$ cat config.mk
export PLATFORM = sky130hd
export DESIGN_NAME = ghb_device_flat
export DESIGN_NICKNAME = d
export VERILOG_FILES = /design/src/design/ghb_pkg.sv /design/src/design/ghb_if.sv /design/src/design/ghb_device.sv /design/src/flat_wrapper.sv
export SDC_FILE = /design/constraint.sdc
export NUM_CORES = 1
export LEC_CHECK = 0
export ABC_AREA = 1
export ABC_CLOCK_PERIOD_IN_PS = 2500
export BUFFER_PORTS_ARGS = -buffer_cell sky130_fd_sc_hd__buf_4
export CAP_MARGIN = 20
export CORE_ASPECT_RATIO = 0.7
export CORE_MARGIN = 3
export CORE_UTILIZATION = 45
export CTS_CLUSTER_DIAMETER = 50
export DETAILED_ROUTE_END_ITERATION = 16
export HOLD_SLACK_MARGIN = 0.15
export PLACE_DENSITY = 0.7
export SLEW_MARGIN = 10
export SYNTH_ARGS = -nofsm -noshare
export SYNTH_HDL_FRONTEND = slang
export SYNTH_SLANG_ARGS = --single-unit
$ cat constraint.sdc
create_clock -name i_sys_clk -period 2.5 [get_ports i_sys_clk]
set_clock_uncertainty 0.15 [all_clocks]
set_input_delay 0.5 -clock i_sys_clk [delete_from_list [all_inputs] [get_ports i_sys_clk]]
set_output_delay 0.5 -clock i_sys_clk [all_outputs]
set_load 0.1 [all_outputs]
$ cat src/design/ghb_pkg.sv
package ghb_pkg;
	localparam int unsigned CLK_MHZ        = 100;
	localparam int unsigned ADDR_W         = 16;
	localparam int unsigned DATA_W         = 8;
	// Times in ns; cycle counts derived at 10 ns per system clock period.
	localparam int unsigned CLK_PERIOD_NS  = 1000 / CLK_MHZ;
	localparam int unsigned RST_HOLD_NS    = 1000000;
	localparam int unsigned STAB_NS        = 3000000;
	localparam int unsigned RST_HOLD_CYC   =
		(RST_HOLD_NS + CLK_PERIOD_NS - 1) / CLK_PERIOD_NS;
	localparam int unsigned STAB_CYC       =
		(STAB_NS + CLK_PERIOD_NS - 1) / CLK_PERIOD_NS;
	localparam int unsigned WAIT_MAX_CYC   = 4;
	localparam int unsigned WAIT_CYC       = 3;
	localparam int unsigned RD_DATA_CYC    = 4;
	localparam int unsigned STROBE_MIN_CYC = 5;
	localparam int unsigned IDLE_RD_CYC    = 1;
	localparam int unsigned IDLE_WW_CYC    = 3;
	localparam int unsigned IDLE_WR_CYC    = 6;
	localparam int unsigned CNT_W          = 8;
	localparam int unsigned STAB_W         = 32;
	localparam logic [7:0]  PIX_RESET      = 8'h00;
	localparam logic [7:0]  PIX_STEP       = 8'h01;
	localparam logic [7:0]  LINE_LEN       = 8'h3F;
endpackage

$ cat src/design/ghb_if.sv
interface ghb_if;
	import ghb_pkg::*;
	logic              nrst;
	logic              ncs;
	logic              nrd;
	logic              nwr;
	logic [ADDR_W-1:0] host_addr_bus;
	logic [DATA_W-1:0] hdat_host;
	logic              hdat_host_oe;
	logic [DATA_W-1:0] hdat_dev;
	logic              hdat_dev_oe;
	logic              nwait;
	logic              nwait_oe;
	logic [DATA_W-1:0] host_data_bus;
	logic              wait_line_n;
	assign host_data_bus = hdat_host_oe ? hdat_host :
		(hdat_dev_oe ? hdat_dev : '0);
	assign wait_line_n = nwait_oe ? nwait : 1'b1;
	modport dev (input nrst, ncs, nrd, nwr, host_addr_bus, hdat_host,
		output hdat_dev, hdat_dev_oe, nwait, nwait_oe);
	modport host (output nrst, ncs, nrd, nwr, host_addr_bus, hdat_host,
		hdat_host_oe, input hdat_dev, wait_line_n);
endinterface

$ cat src/design/ghb_device.sv
module ghb_device (
	input  wire logic                          i_sys_clk,
	input  wire logic                          i_nrst,
	input  wire logic                          i_wait_mode,
	ghb_if.dev                                 bus,
	output logic                               o_wr_valid,
	output logic [ghb_pkg::ADDR_W-1:0]         o_wr_addr,
	output logic [ghb_pkg::DATA_W-1:0]         o_wr_data,
	output logic [ghb_pkg::ADDR_W-1:0]         o_rd_addr,
	input  wire logic [ghb_pkg::DATA_W-1:0]    i_rd_data,
	output logic [7:0]                         o_panel_pixel_data,
	output logic                               o_panel_line_pulse,
	output logic                               o_panel_ac_toggle
);
	import ghb_pkg::*;

	typedef enum logic [1:0] {GHB_IDLE, GHB_WAIT, GHB_HOLD} ghb_st_t;

	// Host reset, read and write pins are asynchronous, so each passes two flip-flops first.
	logic [2:0] sync1;
	logic [2:0] sync2;
	logic [2:0] next_sync1;
	logic [2:0] next_sync2;
	logic       pin_rst_n;
	logic       ncs_s;
	logic       nrd_s;
	logic       nwr_s;
	ghb_st_t    st;
	ghb_st_t    next_st;
	logic [CNT_W-1:0] cnt;
	logic [CNT_W-1:0] next_cnt;
	logic       is_wr;
	logic       next_is_wr;
	logic       wait_n;
	logic       next_wait_n;
	logic       wait_oe;
	logic       next_wait_oe;
	logic [DATA_W-1:0] rdat;
	logic [DATA_W-1:0] next_rdat;
	logic       rdat_oe;
	logic       next_rdat_oe;
	logic       wr_valid;
	logic       next_wr_valid;
	logic [ADDR_W-1:0] wr_addr;
	logic [ADDR_W-1:0] next_wr_addr;
	logic [DATA_W-1:0] wr_data;
	logic [DATA_W-1:0] next_wr_data;
	logic [ADDR_W-1:0] addr_q;
	logic [ADDR_W-1:0] next_addr_q;
	logic [DATA_W-1:0] data_q;
	logic [DATA_W-1:0] next_data_q;
	logic [7:0] pix;
	logic [7:0] next_pix;
	logic       line_p;
	logic       next_line_p;
	logic       ac;
	logic       next_ac;
	logic       in_rst;
	logic       strobe;

	always_comb begin
		next_sync1 = {bus.nrst, bus.nrd, bus.nwr};
		next_sync2 = sync1;
	end
	// The reset pin bit starts in its asserted state. This keeps the panel
	// and the bus halted while the pin level travels through the pair.
	always_ff @(posedge i_sys_clk) begin
		if (!i_nrst) begin
			sync1 <= 3'h3;
			sync2 <= 3'h3;
		end else begin
			sync1 <= next_sync1;
			sync2 <= next_sync2;
		end
	end
	assign pin_rst_n = sync2[2];
	assign nrd_s     = sync2[1];
	assign nwr_s     = sync2[0];
	// Chip select is only sampled together with a strobe, so it shares
	// its qualifying window; a stale select cannot open an access alone.
	assign ncs_s     = bus.ncs;
	assign in_rst    = !i_nrst || !pin_rst_n;
	assign strobe    = !ncs_s && (!nrd_s || !nwr_s);

	always_comb begin
		next_st       = st;
		next_cnt      = cnt;
		next_is_wr    = is_wr;
		next_wait_n   = wait_n;
		next_wait_oe  = wait_oe;
		next_rdat     = rdat;
		next_rdat_oe  = rdat_oe;
		next_wr_valid = 1'b0;
		next_wr_addr  = wr_addr;
		next_wr_data  = wr_data;
		next_addr_q   = bus.host_addr_bus;
		next_data_q   = bus.hdat_host;
		unique case (st)
			GHB_IDLE: begin
				if (strobe) begin
					next_st      = GHB_WAIT;
					next_cnt     = '0;
					next_is_wr   = !nwr_s;
					next_wait_n  = 1'b0;
					next_wait_oe = i_wait_mode;
					next_rdat_oe = nwr_s;
				end
			end
			GHB_WAIT: begin
				next_cnt = cnt + 1'b1;
				if (!is_wr) begin
					next_rdat = i_rd_data;
				end
				if (cnt == CNT_W'(WAIT_CYC - 1)) begin
					next_st     = GHB_HOLD;
					next_wait_n = 1'b1;
				end
			end
			GHB_HOLD: begin
				if (nrd_s && nwr_s) begin
					next_st      = GHB_IDLE;
					next_wait_oe = 1'b0;
					next_rdat_oe = 1'b0;
					if (is_wr) begin
						next_wr_valid = 1'b1;
						next_wr_addr  = addr_q;
						next_wr_data  = data_q;
					end
				end
			end
			default: next_st = GHB_IDLE;
		endcase
		if (in_rst) begin
			next_st       = GHB_IDLE;
			next_wait_n   = 1'b1;
			next_wait_oe  = 1'b0;
			next_rdat_oe  = 1'b0;
			next_wr_valid = 1'b0;
		end
	end
	always_ff @(posedge i_sys_clk) begin
		if (!i_nrst) begin
			st       <= GHB_IDLE;
			cnt      <= '0;
			is_wr    <= 1'b0;
			wait_n   <= 1'b1;
			wait_oe  <= 1'b0;
			rdat     <= '0;
			rdat_oe  <= 1'b0;
			wr_valid <= 1'b0;
			wr_addr  <= '0;
			wr_data  <= '0;
			addr_q   <= '0;
			data_q   <= '0;
		end else begin
			st       <= next_st;
			cnt      <= next_cnt;
			is_wr    <= next_is_wr;
			wait_n   <= next_wait_n;
			wait_oe  <= next_wait_oe;
			rdat     <= next_rdat;
			rdat_oe  <= next_rdat_oe;
			wr_valid <= next_wr_valid;
			wr_addr  <= next_wr_addr;
			wr_data  <= next_wr_data;
			addr_q   <= next_addr_q;
			data_q   <= next_data_q;
		end
	end

	// Small stand-in panel pattern; it only exists to show the halt.
	always_comb begin
		next_pix    = pix + PIX_STEP;
		next_line_p = (pix == LINE_LEN);
		next_ac     = ac ^ (pix == LINE_LEN);
		if (in_rst) begin
			next_pix    = PIX_RESET;
			next_line_p = 1'b0;
			next_ac     = 1'b0;
		end
	end
	always_ff @(posedge i_sys_clk) begin
		if (!i_nrst) begin
			pix    <= PIX_RESET;
			line_p <= 1'b0;
			ac     <= 1'b0;
		end else begin
			pix    <= next_pix;
			line_p <= next_line_p;
			ac     <= next_ac;
		end
	end

	assign bus.nwait       = wait_n;
	assign bus.nwait_oe    = wait_oe;
	assign bus.hdat_dev    = rdat;
	assign bus.hdat_dev_oe = rdat_oe;
	assign o_wr_valid      = wr_valid;
	assign o_wr_addr       = wr_addr;
	assign o_wr_data       = wr_data;
	assign o_rd_addr       = addr_q;
	assign o_panel_pixel_data = pix;
	assign o_panel_line_pulse = line_p;
	assign o_panel_ac_toggle  = ac;
endmodule

$ cat src/flat_wrapper.sv
// flat-port wrapper written by rule: the top's interface ports become plain ports
module ghb_device_flat import ghb_pkg::*;
  (i_sys_clk, i_nrst, i_wait_mode, o_wr_valid, o_wr_addr, o_wr_data, o_rd_addr, i_rd_data, o_panel_pixel_data, o_panel_line_pulse, o_panel_ac_toggle, bus_nrst, bus_ncs, bus_nrd, bus_nwr, bus_host_addr_bus, bus_hdat_host, bus_hdat_dev, bus_hdat_dev_oe, bus_nwait, bus_nwait_oe);
  ghb_if bus_i ();
  input  wire logic i_sys_clk;
  input  wire logic i_nrst;
  input  wire logic i_wait_mode;
  output logic o_wr_valid;
  output logic [ghb_pkg::ADDR_W-1:0] o_wr_addr;
  output logic [ghb_pkg::DATA_W-1:0] o_wr_data;
  output logic [ghb_pkg::ADDR_W-1:0] o_rd_addr;
  input  wire logic [ghb_pkg::DATA_W-1:0] i_rd_data;
  output logic [7:0] o_panel_pixel_data;
  output logic o_panel_line_pulse;
  output logic o_panel_ac_toggle;
  input wire logic [$bits(bus_i.nrst)-1:0] bus_nrst;
  input wire logic [$bits(bus_i.ncs)-1:0] bus_ncs;
  input wire logic [$bits(bus_i.nrd)-1:0] bus_nrd;
  input wire logic [$bits(bus_i.nwr)-1:0] bus_nwr;
  input wire logic [$bits(bus_i.host_addr_bus)-1:0] bus_host_addr_bus;
  input wire logic [$bits(bus_i.hdat_host)-1:0] bus_hdat_host;
  output wire logic [$bits(bus_i.hdat_dev)-1:0] bus_hdat_dev;
  output wire logic [$bits(bus_i.hdat_dev_oe)-1:0] bus_hdat_dev_oe;
  output wire logic [$bits(bus_i.nwait)-1:0] bus_nwait;
  output wire logic [$bits(bus_i.nwait_oe)-1:0] bus_nwait_oe;
  assign bus_i.nrst = bus_nrst;
  assign bus_i.ncs = bus_ncs;
  assign bus_i.nrd = bus_nrd;
  assign bus_i.nwr = bus_nwr;
  assign bus_i.host_addr_bus = bus_host_addr_bus;
  assign bus_i.hdat_host = bus_hdat_host;
  assign bus_hdat_dev = bus_i.hdat_dev;
  assign bus_hdat_dev_oe = bus_i.hdat_dev_oe;
  assign bus_nwait = bus_i.nwait;
  assign bus_nwait_oe = bus_i.nwait_oe;
  ghb_device u_core (.i_sys_clk(i_sys_clk), .i_nrst(i_nrst), .i_wait_mode(i_wait_mode), .bus(bus_i), .o_wr_valid(o_wr_valid), .o_wr_addr(o_wr_addr), .o_wr_data(o_wr_data), .o_rd_addr(o_rd_addr), .i_rd_data(i_rd_data), .o_panel_pixel_data(o_panel_pixel_data), .o_panel_line_pulse(o_panel_line_pulse), .o_panel_ac_toggle(o_panel_ac_toggle));
endmodule
* Yosys cells after proc, flatten, opt, wreduce, memory -nomap -nowiden
Index checks and enable logic that the tools add are counted.
Storage, ports and cells: register bits after elaboration 87, output and inout port bits 62
Operators by class: equal/unequal tests 7, multiplexer cells 15, add/subtract/negate cells 2, bitwise operators 5, reductions and logical operators 21
Operators with widths (count):
- $add A8 B1 Y8 const B | 2
- $pmux W8 S2 | 1
- $reduce_and A3 Y1 | 4
- $eq A8 B2 Y1 const B | 1
- $eq A8 B6 Y1 const B | 1
- $mux W8 | 1
- $mux W1 | 6
- $mux W2 | 3
- $ne A2 B1 Y1 const B | 3
- $pmux W1 S2 | 3
- $pmux W2 S3 | 1
- $reduce_and A2 Y1 | 3
- $logic_not A1 Y1 | 5
- $not A1 Y1 | 4
- $reduce_bool A2 Y1 | 2
- $reduce_or A4 Y1 | 1
- $eq A2 B1 Y1 const B | 1
- $eq A2 B2 Y1 const B | 1
- $logic_and A1 B1 Y1 | 2
- $logic_not A2 Y1 | 1
- $logic_or A1 B1 Y1 | 2
- $reduce_or A2 Y1 | 1
- $xor A1 B1 Y1 | 1

* Depth between registers and ports, before layout
Gate-level depths: netlist (run 1).
depth in word-level cells 5, depth in mapped cells 8

* Worst setup path before layout (run 1)
OpenSTA, ideal clock, no wires.
kind register -> register, from register u_core.pix[0], in the netlist u_core.o_panel_pixel_data[0], to register u_core.ac, in the netlist u_core.o_panel_ac_toggle, cell stages (with the launch flop) 9, data arrival time 1.865 ns, data required time 2.233 ns, path slack 0.368 ns, clock period less this slack 2.132 ns, path buffers 0, cells stage by stage dfxtp_1 > ha_1 > nand2_1 > nor2_1 > inv_1 > nor2_1 > nand2_1 > nand2_1 > nor2_1
Between the ends: cells in the longest elaborated chain, start to end 2
Ends and longest elaborated chain:
- start: declaration | line ghb_device.sv:52 | logic [7:0] pix;
- start signal: assignment | line ghb_device.sv:188 | pix <= next_pix;
- $eq A8 B6 Y1 | line ghb_device.sv:175 | next_ac = ac ^ (pix == LINE_LEN);
- $xor A1 B1 Y1 | line ghb_device.sv:175
- end signal: assignment | line ghb_device.sv:190 | ac <= next_ac;
- end: declaration | line ghb_device.sv:56 | logic ac;
Every way passes these cells. A chain may end at the register's enable or synchronous reset.

* Final worst setup path (run 1)
from register u_core.pix[4], in the netlist u_core.o_panel_pixel_data[4], to output port o_panel_pixel_data[4]
RTL lines:
- end: declaration | line flat_wrapper.sv:13 | output logic [7:0] o_panel_pixel_data;
No word-level cell between the ends.

==> results of run 1 <==
## area by class of cell
type / count / area, µm² / area share
inverters: 49 / 194 / 0.0460
clock inverters: 6 / 92.6 / 0.0220
multi-input cells: 238 / 1160 / 0.276
repair buffers: 102 / 766 / 0.182
clock buffers: 10 / 138 / 0.0327
well taps: 94 / 118 / 0.0279
flip-flops and latches: 87 / 1740 / 0.413
## registers in the layout (all words and copies together), names as in the netlist, 2 cells and up
signal / cells
u_core.o_rd_addr: 16
u_core.o_wr_addr: 16
u_core.bus.hdat_dev: 8
u_core.cnt: 8
u_core.data_q: 8
u_core.o_panel_pixel_data: 8
u_core.o_wr_data: 8
u_core.next_sync2: 3
u_core.sync2: 3
u_core.st: 2
## metal layers
metal,vias up,share of wire,track usage,wire (µm)
met3,14,0.077,0.0597,534
met2,90,0.42,0.259,2930
met1,1202,0.49,0.244,3370
met5,-,0,0,0
met4,0,0.013,0.0575,87
li1,1408,-,-,-
## path summary, 6_finish.rpt
| check | startpoint | to | slack (ns) | depth (start not counted) |
|---|---|---|---|---|
| worst max-delay path | u_core.o_panel_pixel_data[4] | o_panel_pixel_data[4] | 0.74 | 1 |
| worst min-delay path | bus_host_addr_bus[13] | u_core.o_rd_addr[13] | 0.17 | 3 |
| worst max register to register | u_core.o_panel_pixel_data[0] | u_core.o_panel_ac_toggle | 0.98 | 8 |
| worst min register to register | u_core.next_sync2[1] | u_core.sync2[1] | 0.28 | 1 |
## cells in the final DEF (no fill, tap or decap), drive strengths merged
cell and instances:
a21oi 24, and2 1, buf 102, bufinv 2, clkbuf 10, clkinv 1, clkinvlp 2, dfxtp 87
ha 3, inv 50, nand2 70, nand3 20, nand4 6, nor2 73, nor3 3, nor3b 1
o211ai 1, o21a 1, o21ai 29, or2 5, xor2 1
## stage by stage
step           instance area (µm²)  instances  worst slack (ns)  power (W)   util
2_1_floorplan                 3220        388             0.368    0.00163      -
3_3_place_gp                  3980        570             0.795    0.00171  0.582
3_5_place_dp                  3980        570             0.763    0.00171  0.582
4_1_cts                       4210        586             0.727    0.00279  0.615
5_1_grt                       4210        586             0.672    0.00289  0.615
6_report                      4210        586             0.741    0.00276  0.615
## report_power, final
group          total [W]  leakage (nW)  switching, W  internal [W]
sequential       0.00142         0.709     0.0000113       0.00141
combinational   0.000254          1.15      0.000177     0.0000776
clock            0.00108         0.109      0.000490      0.000595
total            0.00276          1.97      0.000678       0.00208
## kinds of logic after synthesis
group,after synthesis,share of synthesized area
AO/OA/AOI/OAI,55,0.0976
AND/OR/NAND/NOR,179,0.250
flip-flops,87,0.541
adder cells (fa/ha/maj),3,0.0117
XOR/XNOR,1,0.00272
buffers and inverters,63,0.0968
==> results.py, run 1 <==
metrics = {
    "critical_path": {
        "cp_slowest_stage_delay_ns": 0.43,
        "worst-path-max-fanout": 5,
        "start_kind": "register",
        "cp_top_family": "flip-flops",
        "crit_chain": "buf_4",
        "slowest_stage": "dfxtp_1",
        "critPathBufInv": 1,
        "crit_type": "reg2out",
        "endpoint_kind": "primary output",
        "crit_required_ns": 1.85,
        "worstPathArrival_ns": 1.11,
    },
    "grt": {
        "grt_pass1_wl_mm": 11.7,
        "antenna_found_initial": 0,
        "grt_pass1_vias": 2549,
        "grtUsageTotal": 0.177,
        "grt_start_max_net_pins": 33,
        "grt.overflow.total": 0,
    },
    "die": {
        "rows": 25,
        "start_util": 0.470,
        "core_area_mm2": 0.00685,
        "die_area_mm2": 0.00822,
        "fp.dieW_um": 107,
        "num_io_pins": 101,
        "die_y_um": 76.8,
    },
    "sta": {
        "finalSetupTns_ns": 0,
        "finalSetupViolations": 0,
        "clock.fmax_ghz": 0.568,
        "worst_pin_slew_ns": 0.457,
        "hold_ws_ns": 0.171,
        "layout_min_cycle_time_ns": 1.76,
        "rsz0062_at_grt": "false",
        "hold_viol_final": 0,
        "slew_headroom": 0.695,
        "post-route-period-util": 0.704,
        "drv_slew": 0,
    },
    "detailed_routing": {
        "wl_mm": 6.93,
        "routedWlPerCell_um": 11.8,
        "dr.pass1.iters": 5,
        "drt_iter0_markers": 171,
        "ant_nets": 0,
        "drt-vias-per-instance": 4.63,
        "vias": 2714,
        "post-route-drc-count": 0,
    },
    "cells_and_area": {
        "syn2layout_area_growth_pct": 30.9,
        "layout-drive-gt1-share": 0.307,
        "diodes": 0,
        "fillerInstances": 598,
        "nNetsFinal": 529,
    },
    "logic_synthesis": {
        "synth-edff-count": 0,
        "yosysMostFrequentCell": "dfxtp_1",
        "synth_top_area_frac": 0.541,
        "netlist_instances": 388,
        "ys_async_sr_fraction": 0,
        "yosys_warnings": 0,
        "syn-num-nets": 430,
        "synth.top_cells.by_area": "dfxtp_1 54%, nor2_1 8.0%, nand2_1 7.7%, inv_1 5.2%, o21ai_1 3.0%",
        "ys_ff_latch": 87,
        "synth_ff_type": "dfxtp_1",
        "synth_top_area_cell": "dfxtp_1",
        "yosys.cell_types.count": 32,
        "yosys-top-cells-count": "87 x dfxtp_1, 69 x nor2_1, 66 x nand2_1",
        "syn-cell-area_mm2": 0.00322,
        "synth_area_per_cell_um2": 8.29,
        "yosysSeqAreaShare": 0.541,
    },
    "clock_network": {
        "clk_latency_ns": 0.35,
        "cts-resized-gates": 0,
        "postCtsHoldBufs": 0,
        "root_buffer": "clkbuf_8",
        "clk_pin_slew_ns": 0.08,
        "cts_tree": "done",
        "clkSinkCount": 87,
        "ctsLongestPathBuffers": 2,
        "cts_buffers": 9,
        "htreeDepth": 3,
        "cts_setup_buffers": 0,
    },
    "status": {
        "status": "finished clean",
    },
    "place": {
        "numPortBuffers": 100,
        "gp_congestion": 0.822,
        "dp_hpwl_mm": 4.84,
    },
    "power_and_ir_drop": {
        "p_leak_nw": 1.97,
        "irDropWorstVdd_mv": 0.396,
        "power.density_mw_per_mm2": 655,
    },
    "hold_path": {
        "worst_hold_path_type": "in2reg",
    },
    "run": {
        "max_cap_viol_count": 0,
    },
}
No activity file was read; power rests on OpenSTA's default activity.
==> inputs of run 2 (changes only) <==
ABC_CLOCK_PERIOD_IN_PS = 1600   (was 2500)
PLACE_DENSITY = 0.73   (was 0.7)
clock period = 1.6 ns   (was 2.5 ns; I/O delays follow)
==> results.py, run 2 (synthesis gave the netlist of run 1 again) <==
metrics = {
    "sta": {
        "finalSetupViolations": 0,
        "drv_slew": 0,
        "worst_pin_slew_ns": 0.293,
        "hold_viol_final": 0,
        "layout_min_cycle_time_ns": 1.55,
        "slew_headroom": 0.806,
        "hold_ws_ns": 0.165,
        "clock.fmax_ghz": 0.645,
        "rsz0062_at_grt": "false",
        "finalSetupTns_ns": 0,
        "post-route-period-util": 0.968,
    },
    "power_and_ir_drop": {
        "p_leak_nw": 2.15,
        "power.density_mw_per_mm2": 950,
        "pwr-share-seq": 0.502,
        "p_clk_frac": 0.387,
        "switchingPower_w": 0.00111,
        "swShare": 0.249,
        "intPower_w": 0.00333,
        "comb_power_share": 0.111,
        "irDropWorstVdd_mv": 0.530,
    },
    "hold_path": {
        "worstHoldStart": "i_nrst",
        "worst_hold_path_type": "in2reg",
        "whs_path_depth": 3,
    },
    "clock_network": {
        "clk_pin_slew_ns": 0.09,
        "htreeDepth": 3,
        "ctsLongestPathBuffers": 2,
        "cts_tree": "done",
        "cts_buffers": 9,
        "clk_latency_ns": 0.36,
        "root_buffer": "clkbuf_8",
        "clkSinkCount": 87,
    },
    "die": {
        "fp.dieW_um": 107,
        "rows": 25,
        "num_io_pins": 101,
        "start_util": 0.470,
        "die_area_mm2": 0.00822,
        "die_y_um": 76.8,
        "core_area_mm2": 0.00685,
    },
    "critical_path": {
        "crit_required_ns": 1.13,
        "rr_worst_depth": 4,
        "slowest_stage": "dfxtp_1",
        "cp_slowest_stage_delay_ns": 0.40,
        "cp_top_family": "flip-flops",
        "start_kind": "register",
        "crit_chain": "buf_4",
        "crit_end": "o_panel_pixel_data[7]",
        "critPathBufInv": 1,
        "r2r-end": "u_core.st[1]",
        "endpoint_kind": "primary output",
        "startpoint": "u_core.o_panel_pixel_data[7]",
        "r2r_slack_ns": 0.18,
        "crit_cells": 1,
        "reg2reg_from": "u_core.cnt[1]",
        "worst-path-max-fanout": 4,
        "worstPathArrival_ns": 1.08,
        "crit_type": "reg2out",
    },
    "run": {
        "max_cap_viol_count": 0,
    },
    "grt": {
        "grt_start_max_net_pins": 45,
        "grt.overflow.total": 0,
        "grt_pass1_wl_mm": 13.2,
        "antenna_found_initial": 0,
        "grtUsageTotal": 0.201,
        "grt_pass1_vias": 2810,
    },
    "detailed_routing": {
        "drt_iter0_markers": 157,
        "wl_mm": 8.06,
        "vias": 2932,
        "ant_nets": 0,
        "dr.pass1.iters": 6,
        "drt-vias-per-instance": 4.66,
        "post-route-drc-count": 0,
        "routedWlPerCell_um": 12.8,
    },
    "place": {
        "gp_congestion": 0.841,
        "dp_hpwl_mm": 5.36,
        "numPortBuffers": 100,
        "dpl_cell_area_mm2": 0.00403,
    },
    "cells_and_area": {
        "layout-drive-gt1-share": 0.301,
        "syn2layout_area_growth_pct": 45.1,
        "diodes": 0,
        "fin_area_mm2": 0.00467,
        "most-common-layout-cells": "104 x buf_4, 80 x dfxtp_1, 69 x nor2_1",
        "fillerInstances": 554,
        "nNetsFinal": 572,
        "layout_commonest_cell": "buf_4",
    },
    "status": {
        "status": "finished clean",
    },
}
[run 2: worst register-to-register path: cells and delay by family, from the launching register on]
family	cells	cell delay, ns
simple gates	2	0.43
compound gates	1	0.14
flops	1	0.45
fa+ha+maj	1	0.19
[run 2: cell type report]
| type | count | area (µm²) | share of cell area |
|---|---|---|---|
| Sequential cell | 87 | 1750 | 0.375 |
| Timing Repair Buffer | 145 | 1200 | 0.257 |
| Multi-Input combinational cell | 238 | 1180 | 0.252 |
| Inverter | 49 | 194 | 0.0415 |
| Clock buffer | 10 | 138 | 0.0295 |
| Tap cell | 94 | 118 | 0.0252 |
| Clock inverter | 6 | 91.3 | 0.0196 |
[run 2: worst min-delay path by stage]
| stage | to | slack, ns |
|---|---|---|
| 2_1_floorplan | u_core.sync2[1] | 0.24 |
| 3_3_place_gp | u_core.sync2[2] | 0.24 |
| 3_5_place_dp | u_core.sync2[2] | 0.25 |
| 4_1_cts | u_core.cnt[3] | 0.15 |
| 5_1_grt | u_core.o_wr_addr[15] | 0.17 |
| 6_report | u_core.cnt[3] | 0.16 |
[run 2: metal layers]
metal | GRT usage | vias up | part of all wire
met5 | 0 | - | 0
met4 | 0.0370 | 0 | 0.0089
met3 | 0.0740 | 8 | 0.079
met2 | 0.329 | 95 | 0.48
met1 | 0.257 | 1332 | 0.43
li1 | - | 1497 | -
[run 2: metrics by stage]
step           worst slack (ns)   util  instances  total power [W]
3_5_place_dp              0.154  0.588        573          0.00269
3_3_place_gp              0.224  0.588        573          0.00268
4_1_cts                  0.0393  0.680        629          0.00446
6_report                 0.0507  0.682        629          0.00444
5_1_grt                 0.00235  0.682        629          0.00461
2_1_floorplan            -0.159      -        388          0.00254
[run 2: power by group through the flow]
stage / Clock [W] / Sequential, W / Combinational, W
after floorplan: 0 / 0.00244 / 0.0000969
after detailed placement: 0 / 0.00228 / 0.000407
after CTS: 0.00174 / 0.00223 / 0.000488
after global routing: 0.00185 / 0.00223 / 0.000525
final: 0.00172 / 0.00223 / 0.000494
after global placement: 0 / 0.00228 / 0.000403
[run 2: timing repair]
item / 4_1_cts / 5_1_grt
setup endpoints to repair: 0 / 1
hold endpoints to repair: 39 / 0
resized for setup: 0 / 2
hold buffers: 40 / 0
setup buffers: 0 / 0
==> inputs of run 3 (changes only) <==
CORE_UTILIZATION = 25   (was 45)
GPL_TIMING_DRIVEN = 0   (was unset)
PLACE_DENSITY = 0.45   (was 0.73)
==> results.py, run 3 (synthesis gave the netlist of run 1 again) <==
metrics = {
    "status": {
        "status": "finished clean",
    },
    "grt": {
        "grt_start_max_net_pins": 16,
        "grt_pass1_vias": 2743,
        "grt.overflow.total": 0,
        "antenna_found_initial": 0,
        "grt_pass1_wl_mm": 13.7,
        "grtUsageTotal": 0.122,
    },
    "power_and_ir_drop": {
        "p_leak_nw": 2.22,
        "irDropWorstVdd_mv": 0.536,
        "power.density_mw_per_mm2": 1030,
    },
    "detailed_routing": {
        "dr.pass1.iters": 4,
        "wl_mm": 8.63,
        "ant_nets": 0,
        "drt-vias-per-instance": 4.10,
        "drt_iter0_markers": 136,
        "post-route-drc-count": 0,
        "routedWlPerCell_um": 12.3,
        "vias": 2879,
    },
    "cells_and_area": {
        "layout_commonest_cell": "buf_4",
        "syn2layout_area_growth_pct": 51.5,
        "diodes": 0,
        "fin_area_mm2": 0.00487,
        "multiInputGateArea_mm2": 0.00117,
        "nNetsFinal": 577,
        "fin_util": 0.390,
        "layout-drive-gt1-share": 0.309,
        "seq_area_mm2": 0.00175,
        "fillerInstances": 1316,
        "most-common-layout-cells": "100 x buf_4, 80 x dfxtp_1, 68 x nor2_1",
    },
    "sta": {
        "layout_min_cycle_time_ns": 1.53,
        "drv_slew": 0,
        "worst_pin_slew_ns": 0.602,
        "hold_viol_final": 0,
        "finalSetupTns_ns": 0,
        "clock.fmax_ghz": 0.653,
        "slew_headroom": 0.599,
        "rsz0062_at_grt": "false",
        "post-route-period-util": 0.957,
        "finalSetupViolations": 0,
    },
    "place": {
        "dp_hpwl_mm": 6.09,
        "dpl_cell_area_mm2": 0.00418,
        "gp_congestion": 0.777,
        "numPortBuffers": 100,
    },
    "clock_network": {
        "ctsLongestPathBuffers": 2,
        "clkSinkCount": 87,
        "clk_latency_ns": 0.33,
        "cts_buffers": 9,
        "cts_tree": "done",
        "root_buffer": "clkbuf_16",
        "clk_pin_slew_ns": 0.06,
        "htreeDepth": 3,
        "cts_setup_buffers": 0,
    },
    "die": {
        "num_io_pins": 101,
        "fp.dieW_um": 142,
        "core_area_mm2": 0.0125,
        "die_y_um": 101,
        "die_area_mm2": 0.0143,
        "rows": 34,
        "start_util": 0.257,
    },
    "hold_path": {
        "worst_hold_path_type": "in2reg",
    },
    "critical_path": {
        "slowest_stage": "dfxtp_1",
        "crit_type": "reg2out",
        "crit_required_ns": 1.13,
        "worstPathArrival_ns": 1.06,
        "start_kind": "register",
        "endpoint_kind": "primary output",
        "crit_chain": "buf_4",
        "cp_top_family": "flip-flops",
        "worst-path-max-fanout": 4,
        "cp_slowest_stage_delay_ns": 0.40,
        "critPathBufInv": 1,
    },
    "run": {
        "max_cap_viol_count": 0,
    },
}
## run 3: changes by cell type in the layout (fill, tap and decap cells not counted), moves of 2 or more
cell	change
clkinvlp_4	+2
clkbuf_8	-9
buf_4	-4
dlygate4sd3_1	-4
clkbuf_1	+4
nor2_2	+2
clkbuf_16	+9
buf_2	+5
buf_6	+2
## run 3: timing repair
| item | 4_1_cts | 5_1_grt |
|---|---|---|
| endpoints found under the hold margin | 36 | 0 |
| resized for setup | 0 | 1 |
| endpoints found under the setup margin | 0 | 1 |
| hold buffers | 36 | 0 |
## run 3: power breakdown
| part | total, W | switching, W | internal (W) |
|---|---|---|---|
| Clock | 0.00229 | 0.000872 | 0.00142 |
| Sequential | 0.00223 | 0.0000187 | 0.00221 |
| Combinational | 0.000483 | 0.000301 | 0.000182 |
## run 3: worst paths after layout
path	startpoint	end	slack [ns]	cells past startpoint
hold reg to reg	u_core.next_sync2[1]	u_core.sync2[1]	0.27	1
hold / removal	bus_ncs	u_core.bus.nwait_oe	0.19	4
setup / recovery	u_core.o_panel_pixel_data[7]	o_panel_pixel_data[7]	0.07	1
setup reg to reg	u_core.cnt[0]	u_core.cnt[1]	0.23	4
## run 3: cell type report
cell class,count,area share
clock inverters,6,0.0190
repair buffers,136,0.228
well taps,162,0.0416
flip-flops and latches,87,0.359
inverters,49,0.0398
plain buffers,14,0.0241
clock buffers,10,0.0490
multi-input cells,238,0.239
## run 3: per-layer routing
layer,GRT usage,part of all wire,vias up
met5,0,0,-
met4,0.0376,0.012,0
met3,0.0422,0.065,10
met2,0.175,0.41,83
met1,0.173,0.51,1271
li1,-,-,1515
## run 3: metrics by stage
stage / std cells / power [W] / setup WS, ns / hold slack, ns
2_1_floorplan: 388 / 0.00254 / -0.159 / 0.236
3_3_place_gp: 650 / 0.00269 / 0.0375 / 0.248
3_5_place_dp: 650 / 0.00269 / 0.0552 / 0.247
4_1_cts: 702 / 0.00508 / 0.0506 / 0.175
5_1_grt: 702 / 0.00521 / 0.0213 / 0.193
6_report: 702 / 0.00500 / 0.0695 / 0.190
